### config.mk
export PLATFORM = sky130hd
export DESIGN_NAME = dsc_host_flat
export DESIGN_NICKNAME = d
export VERILOG_FILES = /design/src/dsc_pkg.sv /design/src/dsc_ctl_if.sv /design/src/dsc_host.sv /design/src/flat_wrapper.sv
export SDC_FILE = /design/constraint.sdc
export NUM_CORES = 1
export LEC_CHECK = 0
export BUFFER_PORTS_ARGS = -buffer_cell sky130_fd_sc_hd__buf_2
export CAP_MARGIN = 5
export CORE_MARGIN = 2
export CORE_UTILIZATION = 40
export DETAILED_ROUTE_END_ITERATION = 6
export MAX_ROUTING_LAYER = met4
export PLACE_DENSITY = 0.66
export SYNTH_ARGS = -nofsm -noshare
export SYNTH_HDL_FRONTEND = slang
export SYNTH_SLANG_ARGS = --single-unit
### constraint.sdc
create_clock -name mclk -period 3.5 [get_ports mclk]
set_clock_uncertainty 0.05 [all_clocks]
set_input_delay 0.7 -clock mclk [delete_from_list [all_inputs] [get_ports mclk]]
set_output_delay 0.7 -clock mclk [all_outputs]
set_load 0.01 [all_outputs]
### src/dsc_pkg.sv
// Functional notes
// - host halts core before bulk memory loads
// - small live changes may use safeload
// - host toggles select line three times first
// - feedback divider 16-bit, defaults to 96
// - prescale code 2 divides clock by four
// - source select 1 picks pll clock
// - clock output code 5 enables output pin
// - host waits for lock before continuing
// - power word 0x4fff powers all but gen3
// - second power word zero keeps blocks off
// - program memory loaded as one block
// - first data memory loaded from zero
// - second data memory loaded from 0x6000
// - core starts at entry point register
// - trigger source 2 selects internal pulse
// - host sets remaining nondefault registers first
// - host waits 50 us after start
// - clock output pin set only by its register
// - lock shows in status bit 0
// - writes fail while pll is locking
package dsc_pkg;
  // -------------------------------------------------------------------
  // device register offsets
  // -------------------------------------------------------------------
  localparam logic [15:0] DSC_PLL_FEEDBACK_DIVIDER   = 16'hf000;
  localparam logic [15:0] DSC_PLL_INPUT_PRESCALE     = 16'hf001;
  localparam logic [15:0] DSC_CORE_CLOCK_SOURCE_SEL  = 16'hf002;
  localparam logic [15:0] DSC_PLL_TURN_ON            = 16'hf003;
  localparam logic [15:0] DSC_PLL_LOCK_STATUS        = 16'hf004;
  localparam logic [15:0] DSC_CLOCK_OUTPUT_CONTROL   = 16'hf005;
  localparam logic [15:0] DSC_SUBSYSTEM_POWER_FIRST  = 16'hf050;
  localparam logic [15:0] DSC_SUBSYSTEM_POWER_SECOND = 16'hf051;
  localparam logic [15:0] DSC_CORE_SLEEP_CONTROL     = 16'hf400;
  localparam logic [15:0] DSC_CORE_TRIGGER_SOURCE    = 16'hf401;
  localparam logic [15:0] DSC_CORE_RUN_CONTROL       = 16'hf402;
  localparam logic [15:0] DSC_PROGRAM_ENTRY_POINT    = 16'hf404;
  localparam logic [15:0] DSC_SOFTWARE_RESET_CONTROL = 16'hf890;
  localparam logic [15:0] DSC_PROGRAM_MEM_BASE       = 16'hc000;
  localparam logic [15:0] DSC_DATA_MEM_FIRST_BASE    = 16'h0000;
  localparam logic [15:0] DSC_DATA_MEM_SECOND_BASE   = 16'h6000;
  localparam int          DSC_MEM_WORDS              = 16;
  // -------------------------------------------------------------------
  // reset and example values
  // -------------------------------------------------------------------
  localparam logic [15:0] DSC_FEEDBACK_RESET  = 16'h0060;
  localparam logic [15:0] DSC_PRESCALE_DIV4   = 16'h0002;
  localparam logic [15:0] DSC_SRC_PLL         = 16'h0001;
  localparam logic [15:0] DSC_DIGITAL_CLOCK_OUTPUT_PIN_EXAMPLE  = 16'h0005;
  localparam logic [15:0] DSC_POWER_FIRST_ALL = 16'h4fff;
  localparam logic [15:0] DSC_POWER_SECOND_OFF = 16'h0000;
  localparam logic [15:0] DSC_TRIGGER_INTERNAL = 16'h0002;
  localparam logic [15:0] DSC_ONE             = 16'h0001;
  localparam logic [15:0] DSC_ZERO            = 16'h0000;
  localparam int          DSC_LOCK_BIT        = 0;
  localparam int          DSC_POWER_GEN3_BIT  = 15;
  localparam int          DSC_SELECT_TOGGLES  = 3;
  // -------------------------------------------------------------------
  // timing
  // -------------------------------------------------------------------
  localparam int CLK_MHZ         = 100;
  localparam int LOCK_MAX_NS     = 10666000;
  localparam int LOCK_MAX_CYC    = LOCK_MAX_NS * CLK_MHZ / 1000;
  localparam int INIT_WAIT_US    = 50;
  localparam int INIT_WAIT_CYC   = INIT_WAIT_US * CLK_MHZ;
  localparam int LOCK_SIM_CYC    = 64;
  // -------------------------------------------------------------------
  // avalon slave offsets (byte addresses)
  // -------------------------------------------------------------------
  localparam logic [3:0] AV_CTRL      = 4'h0;
  localparam logic [3:0] AV_STATUS    = 4'h4;
  localparam logic [3:0] AV_ENTRY     = 4'h8;
  localparam logic [3:0] AV_DATA      = 4'hc;
  localparam int         AV_CTRL_GO   = 0;
  localparam int         AV_CTRL_SPI  = 1;
endpackage

### src/dsc_ctl_if.sv
`timescale 1ns/1ps
interface dsc_ctl_if;
  logic        wr_valid;
  logic [15:0] wr_addr;
  logic [15:0] wr_data;
  logic        wr_accept;
  logic        wr_fail;
  logic        rd_valid;
  logic [15:0] rd_data;
  logic        sel_o;
  logic        sel_oe;
  modport dev (input wr_valid, wr_addr, wr_data, rd_valid, sel_o, sel_oe,
               output wr_accept, wr_fail, rd_data);
  modport host (output wr_valid, wr_addr, wr_data, rd_valid, sel_o, sel_oe,
                input wr_accept, wr_fail, rd_data);
endinterface

### src/dsc_host.sv
`timescale 1ns/1ps
module dsc_host
  import dsc_pkg::*;
#(
  parameter int INIT_CYC = INIT_WAIT_CYC
) (
  input  wire logic        mclk,
  input  wire logic        rst,
  dsc_ctl_if.host          ctl,
  input  wire logic [3:0]  avs_address,
  input  wire logic        avs_read,
  input  wire logic        avs_write,
  input  wire logic [31:0] avs_writedata,
  output logic [31:0]      avs_readdata,
  output logic             avs_waitrequest
);
  typedef enum {S_IDLE, S_SEL, S_WR, S_POLL, S_POLLW, S_WAIT, S_DONE} dsc_st_e;
  dsc_st_e     st_q;
  logic [4:0]  step_q;
  logic [3:0]  tog_q;
  logic [31:0] cnt_q;
  logic [15:0] entry_q, img_q, addr, data;
  logic [7:0]  word_q;
  logic        spi_q, go_q, fail_q, busy;

  // -------------------------------------------------------------------
  // avalon slave: always answers in the request cycle
  // -------------------------------------------------------------------
  assign avs_waitrequest = 1'b0;
  assign busy            = (st_q != S_IDLE) && (st_q != S_DONE);
  always_ff @(posedge mclk) begin
    if (rst) begin
      spi_q   <= 1'b0;
      go_q    <= 1'b0;
      entry_q <= DSC_ZERO;
      img_q   <= DSC_ZERO;
    end else begin
      go_q <= 1'b0;
      if (avs_write) begin
        case (avs_address)
          AV_CTRL: begin
            go_q  <= avs_writedata[AV_CTRL_GO];
            spi_q <= avs_writedata[AV_CTRL_SPI];
          end
          AV_ENTRY: entry_q <= avs_writedata[15:0];
          AV_DATA:  img_q   <= avs_writedata[15:0];
          default: ;
        endcase
      end
    end
  end
  always_comb begin
    case (avs_address)
      AV_CTRL:   avs_readdata = {30'd0, spi_q, 1'b0};
      AV_STATUS: avs_readdata = {29'd0, fail_q, (st_q == S_DONE), busy};
      AV_ENTRY:  avs_readdata = {16'd0, entry_q};
      AV_DATA:   avs_readdata = {16'd0, img_q};
      default:   avs_readdata = 32'd0;
    endcase
  end

  // -------------------------------------------------------------------
  // write script
  // -------------------------------------------------------------------
  always_comb begin
    addr = DSC_ZERO;
    data = DSC_ZERO;
    case (step_q)
      5'd0:  begin addr = DSC_SOFTWARE_RESET_CONTROL; data = DSC_ZERO; end
      5'd1:  begin addr = DSC_SOFTWARE_RESET_CONTROL; data = DSC_ONE; end
      5'd2:  begin addr = DSC_PLL_FEEDBACK_DIVIDER; data = DSC_FEEDBACK_RESET; end
      5'd3:  begin addr = DSC_PLL_INPUT_PRESCALE; data = DSC_PRESCALE_DIV4; end
      5'd4:  begin addr = DSC_CORE_CLOCK_SOURCE_SEL; data = DSC_SRC_PLL; end
      5'd5:  begin addr = DSC_CLOCK_OUTPUT_CONTROL; data = DSC_DIGITAL_CLOCK_OUTPUT_PIN_EXAMPLE; end
      5'd6:  begin addr = DSC_PLL_TURN_ON; data = DSC_ONE; end
      5'd7:  begin addr = DSC_SUBSYSTEM_POWER_FIRST; data = DSC_POWER_FIRST_ALL; end
      5'd8:  begin addr = DSC_SUBSYSTEM_POWER_SECOND; data = DSC_POWER_SECOND_OFF; end
      5'd9:  begin addr = DSC_CORE_SLEEP_CONTROL; data = DSC_ONE; end
      5'd10: begin addr = DSC_PROGRAM_MEM_BASE + 16'(word_q); data = img_q; end
      5'd11: begin addr = DSC_DATA_MEM_FIRST_BASE + 16'(word_q); data = img_q; end
      5'd12: begin addr = DSC_DATA_MEM_SECOND_BASE + 16'(word_q); data = img_q; end
      5'd13: begin addr = DSC_PROGRAM_ENTRY_POINT; data = entry_q; end
      5'd14: begin addr = DSC_CORE_TRIGGER_SOURCE; data = DSC_TRIGGER_INTERNAL; end
      5'd15: begin addr = DSC_CORE_SLEEP_CONTROL; data = DSC_ZERO; end
      5'd16: begin addr = DSC_CORE_RUN_CONTROL; data = DSC_ZERO; end
      5'd17: begin addr = DSC_CORE_RUN_CONTROL; data = DSC_ONE; end
      default: ;
    endcase
  end

  // -------------------------------------------------------------------
  // sequencer
  // -------------------------------------------------------------------
  always_ff @(posedge mclk) begin
    if (rst) begin
      st_q        <= S_IDLE;
      step_q      <= 5'd0;
      tog_q       <= 4'd0;
      cnt_q       <= 32'd0;
      word_q      <= 8'd0;
      fail_q      <= 1'b0;
      ctl.wr_valid <= 1'b0;
      ctl.wr_addr <= DSC_ZERO;
      ctl.wr_data <= DSC_ZERO;
      ctl.rd_valid <= 1'b0;
      ctl.sel_o   <= 1'b1;
      ctl.sel_oe  <= 1'b0;
    end else begin
      ctl.wr_valid <= 1'b0;
      ctl.rd_valid <= 1'b0;
      // every refused write is seen, including the last one of the script
      if (ctl.wr_fail)
        fail_q <= 1'b1;
      case (st_q)
        S_IDLE: if (go_q) begin
          step_q <= 5'd0;
          word_q <= 8'd0;
          fail_q <= 1'b0;
          tog_q  <= 4'd0;
          ctl.sel_oe <= spi_q;
          st_q   <= spi_q ? S_SEL : S_WR;
        end
        S_SEL: begin
          ctl.sel_o <= !ctl.sel_o;
          tog_q     <= tog_q + 4'd1;
          if (tog_q == 4'(2 * DSC_SELECT_TOGGLES - 1))
            st_q <= S_WR;
        end
        S_WR: begin
          ctl.wr_valid <= 1'b1;
          ctl.wr_addr  <= addr;
          ctl.wr_data  <= data;
          if (step_q >= 5'd10 && step_q <= 5'd12 &&
              word_q != 8'(DSC_MEM_WORDS - 1)) begin
            word_q <= word_q + 8'd1;
          end else begin
            word_q <= 8'd0;
            step_q <= step_q + 5'd1;
            if (step_q == 5'd6) begin
              cnt_q <= 32'd0;
              st_q  <= S_POLL;
            end else if (step_q == 5'd17) begin
              cnt_q <= 32'd0;
              st_q  <= S_WAIT;
            end
          end
        end
        S_POLL: begin
          cnt_q        <= cnt_q + 32'd1;
          ctl.wr_addr  <= DSC_PLL_LOCK_STATUS;
          ctl.rd_valid <= 1'b1;
          st_q         <= S_POLLW;
        end
        S_POLLW: begin
          cnt_q <= cnt_q + 32'd1;
          // read data stands only one cycle after the request
          if (ctl.rd_valid) begin
            st_q <= S_POLLW;
          end else if (ctl.rd_data[DSC_LOCK_BIT]) begin
            st_q <= S_WR;
          end else if (cnt_q > 32'(LOCK_MAX_CYC)) begin
            fail_q <= 1'b1;
            st_q   <= S_DONE;
          end else begin
            st_q <= S_POLL;
          end
        end
        S_WAIT: begin
          cnt_q <= cnt_q + 32'd1;
          if (cnt_q == 32'(INIT_CYC - 1))
            st_q <= S_DONE;
        end
        S_DONE: if (go_q)
          st_q <= S_IDLE;
        default: st_q <= S_IDLE;
      endcase
    end
  end
endmodule // dsc_host

### src/flat_wrapper.sv
// flat-port wrapper written by rule: the top's interface ports become plain ports
module dsc_host_flat import dsc_pkg::*;
#(
  parameter int INIT_CYC = INIT_WAIT_CYC
)
  (mclk, rst, avs_address, avs_read, avs_write, avs_writedata, avs_readdata, avs_waitrequest, ctl_wr_valid, ctl_wr_addr, ctl_wr_data, ctl_rd_valid, ctl_sel_o, ctl_sel_oe, ctl_wr_accept, ctl_wr_fail, ctl_rd_data);
  dsc_ctl_if ctl_i ();
  input  wire logic mclk;
  input  wire logic rst;
  input  wire logic [3:0] avs_address;
  input  wire logic avs_read;
  input  wire logic avs_write;
  input  wire logic [31:0] avs_writedata;
  output logic [31:0] avs_readdata;
  output logic avs_waitrequest;
  output wire logic [$bits(ctl_i.wr_valid)-1:0] ctl_wr_valid;
  output wire logic [$bits(ctl_i.wr_addr)-1:0] ctl_wr_addr;
  output wire logic [$bits(ctl_i.wr_data)-1:0] ctl_wr_data;
  output wire logic [$bits(ctl_i.rd_valid)-1:0] ctl_rd_valid;
  output wire logic [$bits(ctl_i.sel_o)-1:0] ctl_sel_o;
  output wire logic [$bits(ctl_i.sel_oe)-1:0] ctl_sel_oe;
  input wire logic [$bits(ctl_i.wr_accept)-1:0] ctl_wr_accept;
  input wire logic [$bits(ctl_i.wr_fail)-1:0] ctl_wr_fail;
  input wire logic [$bits(ctl_i.rd_data)-1:0] ctl_rd_data;
  assign ctl_wr_valid = ctl_i.wr_valid;
  assign ctl_wr_addr = ctl_i.wr_addr;
  assign ctl_wr_data = ctl_i.wr_data;
  assign ctl_rd_valid = ctl_i.rd_valid;
  assign ctl_sel_o = ctl_i.sel_o;
  assign ctl_sel_oe = ctl_i.sel_oe;
  assign ctl_i.wr_accept = ctl_wr_accept;
  assign ctl_i.wr_fail = ctl_wr_fail;
  assign ctl_i.rd_data = ctl_rd_data;
  dsc_host #(.INIT_CYC(INIT_CYC)) u_core (.mclk(mclk), .rst(rst), .ctl(ctl_i), .avs_address(avs_address), .avs_read(avs_read), .avs_write(avs_write), .avs_writedata(avs_writedata), .avs_readdata(avs_readdata), .avs_waitrequest(avs_waitrequest));
endmodule
==> impl_results.md <==
- Status: finished clean
- Post-route DRC: 0
- Pint: 2.70 mW
- Critical Path, Cell by Cell: buf_2, nor3_1, and2_1, a22o_1, buf_2
- Slack of the critical path: 0.720 ns
- WP data arrival: 2.03 ns
- Die height: 128 µm
- CTS resizes: 0
- Type of the tightest min-delay check: flop to flop
- Post-DP HPWL: ~11000 µm
- Critical Path Fanout Max: 14
- Core Region: between 15000 and 20000 µm²
- Clock sink count: 121
- CP required: approximately 2.8 ns
- CTS tree: done
- Fraction of registers with async set/reset: 0%
- Via count: 5687
- Crit path top cell by count: buf_2
- Leak Pwr: 2.64 nW
- EDFF count, synth: 0
- Peak VDD IR: slightly above 0.4 mV
- Pre-Repair DR Iteration Count: 5
- DRT iter0 DRCs: 438
- Critical path class: input port to primary output
- Post-synthesis sequential area ratio: between 30% and 40%
- Logic pwr share: 15.9%
- Initial antenna violation count: 0
- Power Density: around 530 nW/µm²
- Initial Util: roughly two fifths
- Clock latency on the worst-skew pair: around 0.42 ns
- Vias in the first global route: 4967
- Post-DRT Antenna Nets: 0
- CTS H-tree lvls: 4
- Top-area cell type share of the netlist area: 39.4%
- Global-route wire length before repair: 25400 µm
- CP startpoint kind: input port
- Slowest CP cell: and2_1
- Layout cells sized above 1: 16.1%
- Seq pwr share: 38.8%
- Die W: 128 µm
- Setup TNS: 0 ns
- Maximum clock frequency: 360 MHz
- Root Buffer: clkbuf_16
- Mean area per synthesized cell: roughly 7.9 µm²
- Wire length per cell: 15.2 µm
- Count leader, synth: dfxtp_1
- #FFs+latches synth: 121
- Synth Instances: just under 800
- GPL Wtd Cong: 0.809
- Measured slew at the worst slew-check pin: 0.756 ns
- Post-synth top cells: dfxtp_1, nand2_1, a21oi_1
- I/O Buffers: 74
- Fin util: 47.7%
- CTS Hold Bufs: 0
- Sw Ratio: 28.8%
- Net switching power: 1.09 mW
- Crit. End Element: primary output
- Top post-synthesis cells by area: dfxtp_1, nand2_1, a21oi_1, nor2_1, o21ai_0
- Dominant cell type by area after synthesis: dfxtp_1
- Worst path bufs/invs: 2
- Via/cell ratio: between 5 and 6
- Clock transition at path regs: 0.05 ns
- R2R setup slack: 0.75 ns
- Setup bufs post-CTS: 0
- Final slew viol count: 0
- Antenna fix cells: 0
- Nets: 903
- Delay-heaviest family, CP: simple AND/OR/NAND/NOR gates
- Max_cap viols: 0
- Max-slew headroom: 49.5%
- Rows: between 40 and 50
- Unrepaired setup endpoints after global routing: false
- Yosys Warn Count: 0
- Area of the die: 16400 µm²
- Total track usage: 19.9%
- Fin crit period: between 2 and 3 ns
- Clock buffer depth: 2
- Final Hold Fails: 0
- Setup violators final: 0
- CTS Buf Count: 17
- Mapped cell area: 6140 µm²
- Dpl ws: 0.735 ns
- Yosys cell types: 61
- Clock power frac: between 40% and 50%
- Grt ovf: 0
- Largest net degree at the start of global routing: 38
- Syn-to-layout area delta: 17.1%
- I/O pins: roughly 130
- Post-synth top flop: dfxtp_1
- Slowest Stage Delay on Critical Path: roughly 0.53 ns
- Tcrit/Tclk final: about four fifths
- DRT Wirelength: 15700 µm
[per-layer routing]
| metal | track usage, % | vias to the layer above | wire length [µm] |
|---|---|---|---|
| met5 | - | - | 0 |
| met4 | 5.62 | 0 | 182 |
| met3 | 5.05 | 18 | 811 |
| met2 | 28.2 | 157 | 6980 |
| li1 | - | 2861 | - |
| met1 | 28.1 | 2651 | 7720 |
[worst min-delay path: stages (launching register included)]
cell     delay, ns
dfxtp_1       0.32
nand2_1       0.04
o21ai_0       0.05
[flip-flops by register name, indices dropped and copies added (netlist names)]
register	cells
u_core.tog_q	4
u_core.ctl.wr_valid	1
u_core.ctl.sel_oe	1
u_core.ctl.sel_o	1
u_core.ctl.rd_valid	1
u_core.word_q	8
u_core.st_q	3
u_core.fail_q	1
u_core.cnt_q	32
u_core.spi_q	1
u_core.ctl.wr_data	16
u_core.go_q	1
u_core.img_q	16
u_core.ctl.wr_addr	14
u_core.entry_q	16
u_core.step_q	5
[layout by cell type, fill, tap and decap left out, types with 10 or more instances in the layout]
master,netlist,layout
dfxtp_1,121,121
nand2_1,119,119
buf_2,4,74
a21oi_1,69,69
nor2_1,60,60
o21ai_0,45,45
nor3_1,26,26
nand3_1,21,21
conb_1,1,19
buf_4,20,18
xnor2_1,17,17
clkbuf_16,0,17
inv_1,15,15
a22o_1,15,15
nor4_1,15,15
or3_1,13,13
a221oi_1,11,11
ha_1,10,10
[cell families (layout without fill, tap and decap cells)]
group / after synthesis / in the layout / share of synthesized area [%]
AO/OA/AOI/OAI: 199 / 199 / 20.6
XOR/XNOR: 25 / 25 / 3.69
AND/OR/NAND/NOR: 325 / 325 / 25.8
multiplexers: 10 / 10 / 1.67
flip-flops: 121 / 121 / 39.4
other: 1 / 19 / 0.0610
adder cells (fa/ha/maj): 10 / 10 / 2.04
buffers and inverters: 88 / 138 / 6.68
[final timing paths]
path                         startpoint  depth (start not counted)                    end
hold / removal    u_core.ctl.wr_data[5]                          2  u_core.ctl.wr_data[5]
hold reg to reg   u_core.ctl.wr_data[5]                          2  u_core.ctl.wr_data[5]
setup reg to reg       u_core.step_q[0]                          7       u_core.cnt_q[31]
setup / recovery         avs_address[2]                          5        avs_readdata[5]
[power by group through the flow]
stage | logic, mW | clock network, mW | registers, mW
4_1_cts | 0.601 | 1.75 | 1.47
3_5_place_dp | 0.598 | 0 | 1.50
3_3_place_gp | 0.598 | 0 | 1.50
5_1_grt | 0.671 | 1.82 | 1.48
6_report | 0.603 | 1.72 | 1.47
2_1_floorplan | 0.403 | 0 | 1.51
[area by class of cell]
cell class,count,area [µm²]
fillers,1503,7900
clock inverters,13,146
clock buffers,18,439
repair buffers,92,505
inverters,15,56.3
multi-input cells,588,3390
well taps,188,235
flip-flops and latches,121,2420
[metrics by stage]
stage | instances | instance area (µm²) | total power [mW] | hold slack [ns]
after global placement | 1004 | 6610 | 2.10 | 0.385
after floorplan | 797 | 6210 | 1.92 | 0.381
after detailed placement | 1004 | 6610 | 2.10 | 0.389
after global routing | 1035 | 7190 | 3.97 | 0.425
final | 1035 | 7190 | 3.80 | 0.396
after CTS | 1035 | 7190 | 3.83 | 0.402
(Power assumes the default switching activity.)
